--- config.mk ---
export PLATFORM = sky130hd
export DESIGN_NAME = pcmfs_top
export DESIGN_NICKNAME = d
export VERILOG_FILES = /design/src/hdl/pcmfs_pkg.sv /design/src/hdl/pcmfs_top.sv
export SDC_FILE = /design/constraint.sdc
export NUM_CORES = 1
export LEC_CHECK = 0
export ABC_AREA = 1
export BUFFER_PORTS_ARGS = -buffer_cell sky130_fd_sc_hd__buf_2
export CORE_MARGIN = 2
export CORE_UTILIZATION = 50
export CTS_CLUSTER_DIAMETER = 200
export DETAILED_ROUTE_END_ITERATION = 12
export PLACE_DENSITY = 0.68
export RECOVER_POWER = 100
export SYNTH_ARGS = -nofsm -noshare
export SYNTH_HDL_FRONTEND = slang
export SYNTH_SLANG_ARGS = --single-unit
--- constraint.sdc ---
create_clock -name sys_clk_in -period 3.28 [get_ports sys_clk_in]
set_input_delay 0.328 -clock sys_clk_in [delete_from_list [all_inputs] [get_ports sys_clk_in]]
set_output_delay 0.328 -clock sys_clk_in [all_outputs]
set_load 0.05 [all_outputs]
--- src/hdl/pcmfs_pkg.sv ---
// Constants shared by the telemetry frame sequencer.
// Assumes a single 250 MHz system clock and no software register map.
package pcmfs_pkg;

  // ****************************************************************
  // Timing
  // ****************************************************************
  localparam int unsigned CLK_HZ   = 250_000_000;
  localparam int unsigned MCLK_HZ  = 512_000;  // Master timing rate.
  localparam int unsigned BIT_HZ   = MCLK_HZ / 8;
  localparam int unsigned BIT_CYC  = CLK_HZ / BIT_HZ;
  localparam int unsigned WORD_HZ  = 8_000;
  localparam int unsigned WORD_CYC = CLK_HZ / WORD_HZ;
  localparam int unsigned GATE_NS  = 62_500;  // Gate drive pulse.
  localparam int unsigned GATE_CYC = (GATE_NS / 4);
  localparam int unsigned SAR_STEP = 16;      // Cycles per trial.

  // ****************************************************************
  // Frame layout (word indices are zero based)
  // ****************************************************************
  localparam int unsigned WORDS_SUB = 160;
  localparam int unsigned SUBS_FRM  = 50;
  localparam int unsigned WORDS_MIN = 200;
  localparam int unsigned SLOW_DIV  = 40;
  localparam logic [7:0]  W_CAL_LO  = 8'h08;  // Word 9.
  localparam logic [7:0]  W_CAL_HI  = 8'h58;  // Word 89.
  localparam logic [7:0]  W_FMT     = 8'h79;  // Word 122.
  localparam logic [7:0]  W_SLOW0   = 8'h11;  // Word 18.
  localparam logic [5:0]  SUB_AMP   = 6'h00;
  localparam logic [5:0]  SUB_ADC   = 6'h01;
  localparam logic [5:0]  G1_HI     = 6'h14;  // 20 spare gates.
  localparam int unsigned G3_HI     = 25;
  localparam int unsigned G5_HI     = 2;

  // ****************************************************************
  // Codes and reset values
  // ****************************************************************
  localparam logic [7:0]  CODE_MAX  = 8'hFE;
  localparam logic [7:0]  CODE_MIN  = 8'h01;
  localparam logic [7:0]  FMT_NORM  = 8'hA5;
  localparam logic [7:0]  FMT_MIN   = 8'h5A;
  localparam logic [7:0]  REF_HI    = 8'hF0;
  localparam logic [7:0]  REF_LO    = 8'h10;
  localparam logic [7:0]  ERR_MAG   = 8'h04;
  localparam logic [3:0]  ERR_CNT   = 4'h2;

  typedef enum logic [1:0] {
    PCMFS_IDLE = 2'b00,
    PCMFS_RUN  = 2'b01,
    PCMFS_DONE = 2'b11
  } pcmfs_sar_t;

endpackage : pcmfs_pkg

--- src/hdl/pcmfs_top.sv ---
// PCM telemetry frame sequencer: timing chain, gate drive, SAR coder,
// output register, calibration monitor, format selector.
// Assumes comparator, pps and straps arrive asynchronously from pins.
//
// Contract
// - gate opens and closes within one word
// - drive level removed before transformer saturation
// - NRZ serial stream feeding two drivers
// - spare slots split high and low reference
// - high reference to 20, 25, 2 gates
// - amplifier reference high word 89, low 9
// - coder reference low word 9, high 89
// - calibration words checked at coder output
// - faults on magnitude and count per interval
// - successive approximation keeps or drops trial weights
// - optional clamp to codes 254 and 1
// - sync pattern in all 24 bits
// - sync complemented on alternate sub-frames
// - sync words set by configuration inputs
// - minimum frame lasts one second, one sync
// - format switch keeps word and frame counters
// - clamped amplifier unpowered in minimum format
// - other unused circuits powered down likewise
// - sub-frame of 160 words, 50 per second
// - divide to 1 per second, pps realigns
// - format change only at end of frame
// - minimum frame 200 words, sync then mode id
`timescale 1ns/1ps
module pcmfs_top
  import pcmfs_pkg::*;
#(
  parameter int unsigned GATE_CYCLES = GATE_CYC
) (
  input  wire logic        sys_clk_in,
  input  wire logic        sys_rst_in,
  input  wire logic        pps_in,
  input  wire logic        int_osc_in,
  input  wire logic        fmt_min_req_in,
  input  wire logic        clamp_en_in,
  input  wire logic        cmp_in,
  input  wire logic [23:0] sync_pat_in,
  output logic             gate_drive_out,
  output logic [7:0]       gate_sel_out,
  output logic             hold_out,
  output logic [7:0]       sar_trial_out,
  output logic             amp_ref_hi_out,
  output logic             amp_ref_lo_out,
  output logic             adc_ref_hi_out,
  output logic             adc_ref_lo_out,
  output logic [2:0]       grp_ref_hi_out,
  output logic             nrz_a_out,
  output logic             nrz_b_out,
  output logic             min_mode_out,
  output logic             amp_pwr_en_out,
  output logic             aux_pwr_en_out,
  output logic [1:0]       fault_out
);

  // ****************************************************************
  // Functions
  // ****************************************************************
  // Distance between a code and its expected reference.
  function automatic logic [7:0] absdiff(input logic [7:0] a,
                                         input logic [7:0] b);
    absdiff = (a > b) ? (a - b) : (b - a);
  endfunction : absdiff

  // ****************************************************************
  // Input synchronisers
  // ****************************************************************
  logic [1:0] pps_s_q, osc_s_q, req_s_q, clmp_s_q, cmp_s_q;
  logic       pps_old_q;

  // Two flops on the pps, oscillator, format, clamp and comparator pins before logic looks at them.
  // None of these flops is reset: they refill with pin levels within
  // two cycles, and reset is held far longer than that.
  always_ff @(posedge sys_clk_in) begin
    pps_s_q   <= {pps_s_q[0], pps_in};
    osc_s_q   <= {osc_s_q[0], int_osc_in};
    req_s_q   <= {req_s_q[0], fmt_min_req_in};
    clmp_s_q  <= {clmp_s_q[0], clamp_en_in};
    cmp_s_q   <= {cmp_s_q[0], cmp_in};
    pps_old_q <= pps_s_q[1];
  end

  // External pulse is ignored while the internal oscillator runs.
  wire pps_rise = pps_s_q[1] & ~pps_old_q & ~osc_s_q[1];

  // ****************************************************************
  // Timing chain: bit, word, sub-frame counters
  // ****************************************************************
  logic [11:0] bcyc_q;
  logic [2:0]  bpos_q;
  logic [7:0]  word_q;
  logic [5:0]  sub_q;

  // The bit period is a whole number of system cycles, so the word
  // rate runs a hair fast; the pulse once a second takes up the
  // slack.
  wire bit_tick  = (bcyc_q == 12'(BIT_CYC - 1));
  wire word_end  = bit_tick & (bpos_q == 3'd7);
  wire sub_end   = word_end & (word_q == 8'(WORDS_SUB - 1));
  wire frame_end = sub_end & (sub_q == 6'(SUBS_FRM - 1));

  // The chain never looks at the format, so switching cannot slip it.
  always_ff @(posedge sys_clk_in) begin
    if (sys_rst_in || pps_rise) begin
      bcyc_q <= '0;
      bpos_q <= '0;
      word_q <= '0;
      sub_q  <= '0;
    end else begin
      bcyc_q <= bit_tick ? '0 : bcyc_q + 12'd1;
      if (bit_tick) bpos_q <= bpos_q + 3'd1;
      if (word_end) word_q <= sub_end ? '0 : word_q + 8'd1;
      if (sub_end) sub_q <= frame_end ? '0 : sub_q + 6'd1;
    end
  end

  // ****************************************************************
  // Gate drive and reference routing
  // ****************************************************************
  logic [15:0] gcnt_q;
  logic        wstart_q;

  wire gate_on = (gcnt_q < 16'(GATE_CYCLES));
  wire cal_w   = (word_q == W_CAL_LO) | (word_q == W_CAL_HI);
  wire hi_w    = (word_q == W_CAL_HI);

  // Drive falls before the core saturates and before the word ends.
  always_ff @(posedge sys_clk_in) begin
    if (sys_rst_in) begin
      gcnt_q         <= '0;
      // Starting high makes the first word after reset convert too.
      wstart_q       <= 1'b1;
      gate_drive_out <= 1'b0;
      gate_sel_out   <= '0;
      amp_ref_hi_out <= 1'b0;
      amp_ref_lo_out <= 1'b0;
      adc_ref_hi_out <= 1'b0;
      adc_ref_lo_out <= 1'b0;
      grp_ref_hi_out <= '0;
    end else begin
      wstart_q       <= word_end;
      gcnt_q         <= word_end ? '0 : (gate_on ? gcnt_q + 16'd1 : gcnt_q);
      // The drive drops after GATE_CYCLES, below core saturation.
      gate_drive_out <= gate_on & ~word_end;
      gate_sel_out   <= word_q;
      amp_ref_hi_out <= (sub_q == SUB_AMP) & hi_w;
      amp_ref_lo_out <= (sub_q == SUB_AMP) & cal_w & ~hi_w;
      adc_ref_hi_out <= (sub_q == SUB_ADC) & hi_w;
      adc_ref_lo_out <= (sub_q == SUB_ADC) & cal_w & ~hi_w;
      // Spare slot index is the sub-frame; the rest see low.
      grp_ref_hi_out <= {sub_q < 6'(G5_HI), sub_q < 6'(G3_HI),
                         sub_q < G1_HI};
    end
  end

  // ****************************************************************
  // Successive approximation coder
  // ****************************************************************
  pcmfs_sar_t  sar_q;
  logic [3:0]  scnt_q;
  logic [2:0]  sbit_q;
  logic [7:0]  res_q;
  logic [7:0]  sword_q;
  logic [5:0]  ssub_q;

  // Sixteen cycles per trial leave room for the comparator's own
  // register plus the two synchroniser flops before each decision.
  wire step_end = (scnt_q == 4'(SAR_STEP - 1));
  wire [7:0] wt = 8'h01 << sbit_q;
  // Comparator high means the held sample is at or above the trial.
  wire [7:0] kept = cmp_s_q[1] ? sar_trial_out
                               : (sar_trial_out & ~wt);
  // Clamping touches the stored result only; the trial port shows the
  // raw code so the front end always sees the true balance point.
  wire [7:0] clamped = (clmp_s_q[1] && kept > CODE_MAX) ? CODE_MAX
                     : (clmp_s_q[1] && kept < CODE_MIN) ? CODE_MIN
                     : kept;

  // One conversion per word; its code goes out in the next word.
  always_ff @(posedge sys_clk_in) begin
    if (sys_rst_in) begin
      sar_q         <= PCMFS_IDLE;
      scnt_q        <= '0;
      sbit_q        <= '0;
      res_q         <= '0;
      sword_q       <= '0;
      ssub_q        <= '0;
      hold_out      <= 1'b0;
      sar_trial_out <= '0;
    end else begin
      scnt_q <= (sar_q != PCMFS_RUN || step_end) ? '0 : scnt_q + 4'd1;
      unique case (sar_q)
        PCMFS_IDLE, PCMFS_DONE: begin
          if (wstart_q) begin
            sar_q         <= PCMFS_RUN;
            sbit_q        <= 3'd7;
            sar_trial_out <= 8'h80;
            sword_q       <= word_q;
            ssub_q        <= sub_q;
            hold_out      <= 1'b1;
          end else if (sar_q == PCMFS_DONE) begin
            sar_q <= PCMFS_IDLE;
          end
        end
        PCMFS_RUN: begin
          if (step_end) begin
            if (sbit_q == 3'd0) begin
              sar_q         <= PCMFS_DONE;
              res_q         <= clamped;
              sar_trial_out <= kept;
              hold_out      <= 1'b0;
            end else begin
              sbit_q        <= sbit_q - 3'd1;
              sar_trial_out <= kept | (wt >> 1);
            end
          end
        end
      endcase
    end
  end

  // ****************************************************************
  // Calibration monitor at the coder output
  // ****************************************************************
  logic [3:0] ecnt_q [2];

  // A check fires only on the DONE cycle, once per calibration word,
  // so each bad word is counted exactly once.
  wire chk = (sar_q == PCMFS_DONE)
           & ((sword_q == W_CAL_LO) | (sword_q == W_CAL_HI))
           & ((ssub_q == SUB_AMP) | (ssub_q == SUB_ADC));
  wire [7:0] exp_code = (sword_q == W_CAL_HI) ? REF_HI : REF_LO;
  wire bad = chk & (absdiff(res_q, exp_code) > ERR_MAG);
  wire mod = (ssub_q == SUB_ADC);

  // Counts restart each second; a raised fault holds until reset.
  always_ff @(posedge sys_clk_in) begin
    if (sys_rst_in) begin
      ecnt_q[0] <= '0;
      ecnt_q[1] <= '0;
      fault_out <= '0;
    end else begin
      for (int i = 0; i < 2; i++) begin
        if (frame_end) ecnt_q[i] <= '0;
        else if (bad && (mod == 1'(i)) && ecnt_q[i] != 4'hF)
          ecnt_q[i] <= ecnt_q[i] + 4'd1;
        if (ecnt_q[i] >= ERR_CNT) fault_out[i] <= 1'b1;
      end
    end
  end

  // ****************************************************************
  // Format selector and power gating
  // ****************************************************************
  logic pend_q;
  logic pol_q;

  // Format word choice; a pin, so only the synchronised copy is read.
  wire [7:0] fword = req_s_q[1] ? FMT_MIN : FMT_NORM;

  // Takes the requested mode from the current format word choice as word
  // 122 of a sub-frame ends, then applies it only where the whole cycle closes.
  always_ff @(posedge sys_clk_in) begin
    if (sys_rst_in) begin
      pend_q         <= 1'b0;
      min_mode_out   <= 1'b0;
      amp_pwr_en_out <= 1'b1;
      aux_pwr_en_out <= 1'b1;
    end else begin
      if (word_end && word_q == W_FMT) pend_q <= (fword == FMT_MIN);
      if (frame_end) min_mode_out <= pend_q;
      // Power follows the mode one cycle late; the overlap is harmless
      // because the slow format only ever starts at a frame edge.
      amp_pwr_en_out <= ~min_mode_out;
      aux_pwr_en_out <= ~min_mode_out;
    end
  end

  // ****************************************************************
  // Output register
  // ****************************************************************
  logic [7:0] sreg_q;
  logic [5:0] sdiv_q;
  logic [7:0] mword_q;

  // Slow words sit at words 18, 58, 98 and 138, forty words apart.
  wire slow_slot = (word_q >= W_SLOW0)
                 && ((word_q - W_SLOW0) % 8'(SLOW_DIV) == 8'd0);
  wire n_load    = word_end & ~min_mode_out;
  wire m_load    = word_end & min_mode_out & slow_slot;
  wire n_next0   = sub_end;
  wire [7:0] nxt = (word_q == 8'(WORDS_SUB - 1)) ? 8'd0 : word_q + 8'd1;
  wire [7:0] mnx = (mword_q == 8'(WORDS_MIN - 1)) ? 8'd0 : mword_q + 8'd1;
  // The sync byte follows the word being loaded, not the one leaving.
  wire [1:0] sidx    = 2'(min_mode_out ? mnx : nxt);
  wire [7:0] sync_w  = 8'(sync_pat_in >> (8 * (2 - sidx)));
  // The first sync word of a sub-frame already has the new polarity.
  wire       pol_use = pol_q ^ (n_next0 & ~min_mode_out);
  wire [7:0] sync_x  = pol_use ? ~sync_w : sync_w;
  wire [7:0] n_word = (nxt < 8'd3) ? sync_x
                    : (nxt == W_FMT) ? fword : res_q;
  wire [7:0] m_word = (mnx < 8'd3) ? sync_x
                    : (mnx == 8'd3) ? fword : res_q;
  // In the slow format each bit stands forty fast bit times, which
  // divides the line rate while the commutator keeps its full pace.
  wire m_shift = bit_tick & (sdiv_q == 6'(SLOW_DIV - 1));

  // Slow bits last forty fast bits; the chain itself keeps its pace.
  always_ff @(posedge sys_clk_in) begin
    if (sys_rst_in) begin
      sreg_q    <= '0;
      sdiv_q    <= '0;
      mword_q   <= 8'(WORDS_MIN - 1);
      pol_q     <= 1'b0;
      nrz_a_out <= 1'b0;
      nrz_b_out <= 1'b0;
    end else begin
      if (frame_end && min_mode_out)
        pol_q <= ~pol_q;
      else if (n_next0 && !min_mode_out)
        pol_q <= ~pol_q;
      if (n_load) begin
        sreg_q <= n_word;
      end else if (m_load) begin
        sreg_q  <= m_word;
        mword_q <= mnx;
        sdiv_q  <= '0;
      end else if (min_mode_out ? m_shift : bit_tick) begin
        sreg_q <= {sreg_q[6:0], 1'b0};
      end
      if (bit_tick && !m_load)
        sdiv_q <= m_shift ? '0 : sdiv_q + 6'd1;
      nrz_a_out <= sreg_q[7];
      nrz_b_out <= sreg_q[7];
    end
  end

endmodule : pcmfs_top

==> run_results.csv <==
group,metric,value,unit
run_status,status,"finished, violations left",
run_status,violations,"capacitance limit, slew limit",
critical_path,r2r_cells,12,
cts,cts_buffers,17,
timing,fin_crit_sh,0.895,
placement,finalWeightedCongestion,0.897,
cts,clock_path_buffers,2,
die,die_y,131,um
routing,routed_wl,19100,um
hold_path,hp-class,"reg2reg",
finish,area_growth,12.6,%
timing,worst-slew-pin-transition,1.79,ns
timing,final.setup.tns,0,ns
pwr,power_density,444,nW/um2
global_route,grt_max_degree,43,
logic_synthesis,yosys.cell_types.count,52,
critical_path,path_max_fanout,12,
routing,wl_met1,9140,um
logic_synthesis,synth_nets,1224,
routing,drc,0,
cts,clk_latency,0.43,ns
cts,clock-sinks,150,
routing,highest_layer,"met4",
critical_path,rr_startpoint,"bcyc_q[0]",
routing,met3_length,861,um
routing,wire_per_inst,13.1,um
critical_path,arrival,3.25,ns
timing,rsz0062_at_grt,"no",
critical_path,r2r_end,"sreg_q[4]",
finish,drive_above_1_share,0.0863,
job,cap_viol_max_count,2,
finish,antenna_cells,0,
logic_synthesis,yosysMostFrequentCell,"nand2_1",
cts,cts.htree.levels,4,
die,dieArea,17200,um2
hold_path,hp-start,"cmp_s_q[0]",
logic_synthesis,ys_ff_latch,150,
global_route,grt_pass1_wl,31800,um
die,core-area,15800,um2
placement,portBuffers,62,
die,dieWidth,131,um
routing,vias_per_cell,5.14,
logic_synthesis,ys.flop_type,"dfxtp_1",
cts,clk_pin_slew,0.06,ns
global_route,first_global_vias,6766,
logic_synthesis,syn_avg_cell_area,7.01,um2
timing,period_minus_slack,2.93,ns
die,fp-row-count,46,
critical_path,ff2ff_setup_slack,0.35,ns
routing,first_pass_iters,5,
timing,setup_viol,0,
global_route,grtUsageTotal,0.222,
placement,dpl.hpwl,14100,um
logic_synthesis,synthesis.instances,1155,
pwr,leakagePower,4.09,nW
routing,dr_total_vias,7483,
hold_path,min_to,"cmp_s_q[1]",
finish,utilization,0.576,
critical_path,crit_type,"reg2reg",
cts,cts_tree,"done",
routing,final_antenna_net_count,0,
timing,hold_viol,0,
routing,drt_iter0_drc,540,
die,initial_utilization,0.512,
timing,fmax,341,MHz
logic_synthesis,syn_area,8100,um2
logic_synthesis,synth_edf_count,8,
hold_path,hold_depth,0,
global_route,grt-ovfl-total,0,
pwr,ir_drop,0.391,mV
critical_path,required,3.60,ns
logic_synthesis,ys_top_cells_by_count,"nand2_1, nor2_1, dfxtp_1, inv_1, nand3_1",
timing,fin_skew,0.00775,ns
logic_synthesis,seq_area_frac_synth,0.381,
critical_path,cp-start-kind,"register",
logic_synthesis,synthArstFlopShare,0,
timing,drv_slew,74,
logic_synthesis,yosys.area.top_type,"dfxtp_1",
timing,slew_headroom,-0.193,
die,ioPinCount,63,
finish,seqCellArea,3080,um2
routing,met2_length,8820,um
logic_synthesis,synth_top_cell_area_share,0.351,
critical_path,cp-end-kind,"register",
logic_synthesis,synth_area_leaders,"dfxtp_1, nand2_1, nand3_1",
finish,final.fill_count,1526,
logic_synthesis,synth_warnings,0,
finish,multi_input_area,4340,um2
finish,fin_nets,1296,
global_route,antenna_found_initial,0,
cts,root_buffer,"clkbuf_16",
how the worst max path moves through the flow:
| stage | to | slack (ns) | start |
|---|---|---|---|
| final | sreg_q[4] | 0.35 | bcyc_q[0] |
| after global routing | ecnt_q[1][2] | 0.04 | sword_q[3] |
| after CTS | ecnt_q[1][2] | 0.23 | sword_q[1] |
| after detailed placement | ecnt_q[1][1] | 0.24 | sword_q[1] |
| after global placement | ecnt_q[1][0] | 0.34 | sword_q[3] |
| after floorplan | sreg_q[3] | 0.52 | min_mode_out |
placed cells by master, fill, tap and decap left out, types with 21 or more instances in the layout:
cell / count
dfxtp_1: 142
inv_1: 115
nor3_1: 21
buf_2: 29
nor2_1: 146
nand2_1: 273
nand3_1: 115
o21ai_0: 66
ha_1: 37
clkbuf_1: 40
a21oi_1: 67
layout make-up:
| type | count | area share |
|---|---|---|
| Clock buffer | 18 | 0.0471 |
| Clock inverter | 14 | 0.0122 |
| Tap cell | 216 | 0.0296 |
| Sequential cell | 150 | 0.338 |
| Inverter | 131 | 0.0542 |
| Multi-Input combinational cell | 848 | 0.476 |
| Timing Repair Buffer | 79 | 0.0424 |
sequential cells by signal, indices dropped and copies added (netlist names), 8 cells and up:
signal	count
sar_trial_out	8
sword_q	8
gate_sel_out	8
bcyc_q	12
res_q	8
mword_q	8
ecnt_q	8
gcnt_q	16
sreg_q	8
word_q	8
through the flow:
stage	cell area [um2]	hold slack, ns	std cells	worst slack, ns	power, W
finish	9120	0.327	1456	0.346	0.00405
global route	9120	0.328	1456	0.0410	0.00421
CTS	9210	0.277	1455	0.227	0.00409
detailed placement	8620	0.312	1418	0.237	0.00228
global placement	8620	0.311	1418	0.341	0.00228
floorplan	8100	0.310	1155	0.521	0.00219
worst max-delay path: stages (launching register included):
cell and delay, ns:
dfxtp_1 0.38, ha_1 0.19, nand2_1 0.06, nor2_1 0.14, inv_1 0.09, nor3_1 0.78, nand2_4 0.17, nor2_4 0.26
inv_1 0.20, nand3_2 0.26, nand3_1 0.11, nor2_1 0.11, nor2_1 0.05
what timing repair did:
action	in CTS	in global routing
resized for setup	0	1
hold buffers	5	0
hold endpoints to repair	5	0
setup buffers	0	1
setup endpoints to repair	0	8
report_power, final:
part | total (W) | switching (W) | internal (W)
combinational | 0.000315 | 0.000215 | 0.0000997
clock | 0.00181 | 0.000773 | 0.00103
sequential | 0.00193 | 0.0000368 | 0.00189
total | 0.00405 | 0.00102 | 0.00302
kinds of logic (layout without fill, tap and decap cells):
group	after synthesis	count (layout)	share of synthesized area
adders and majority gates	38	38	0.0597
xor gates and xnor gates	19	19	0.0206
DFF	150	150	0.381
and+or+nand+nor	609	609	0.334
AOI/OAI and AO/OA	182	182	0.127
buffers and inverters	157	242	0.0782
per-layer routing:
layer	track usage	vias to the layer above
li1	-	3938
met1	0.290	3382
met2	0.373	142
met3	0.0448	21
met4	0.0646	0
met5	0	-
Note: power is estimated with default switching activity, not from simulation.
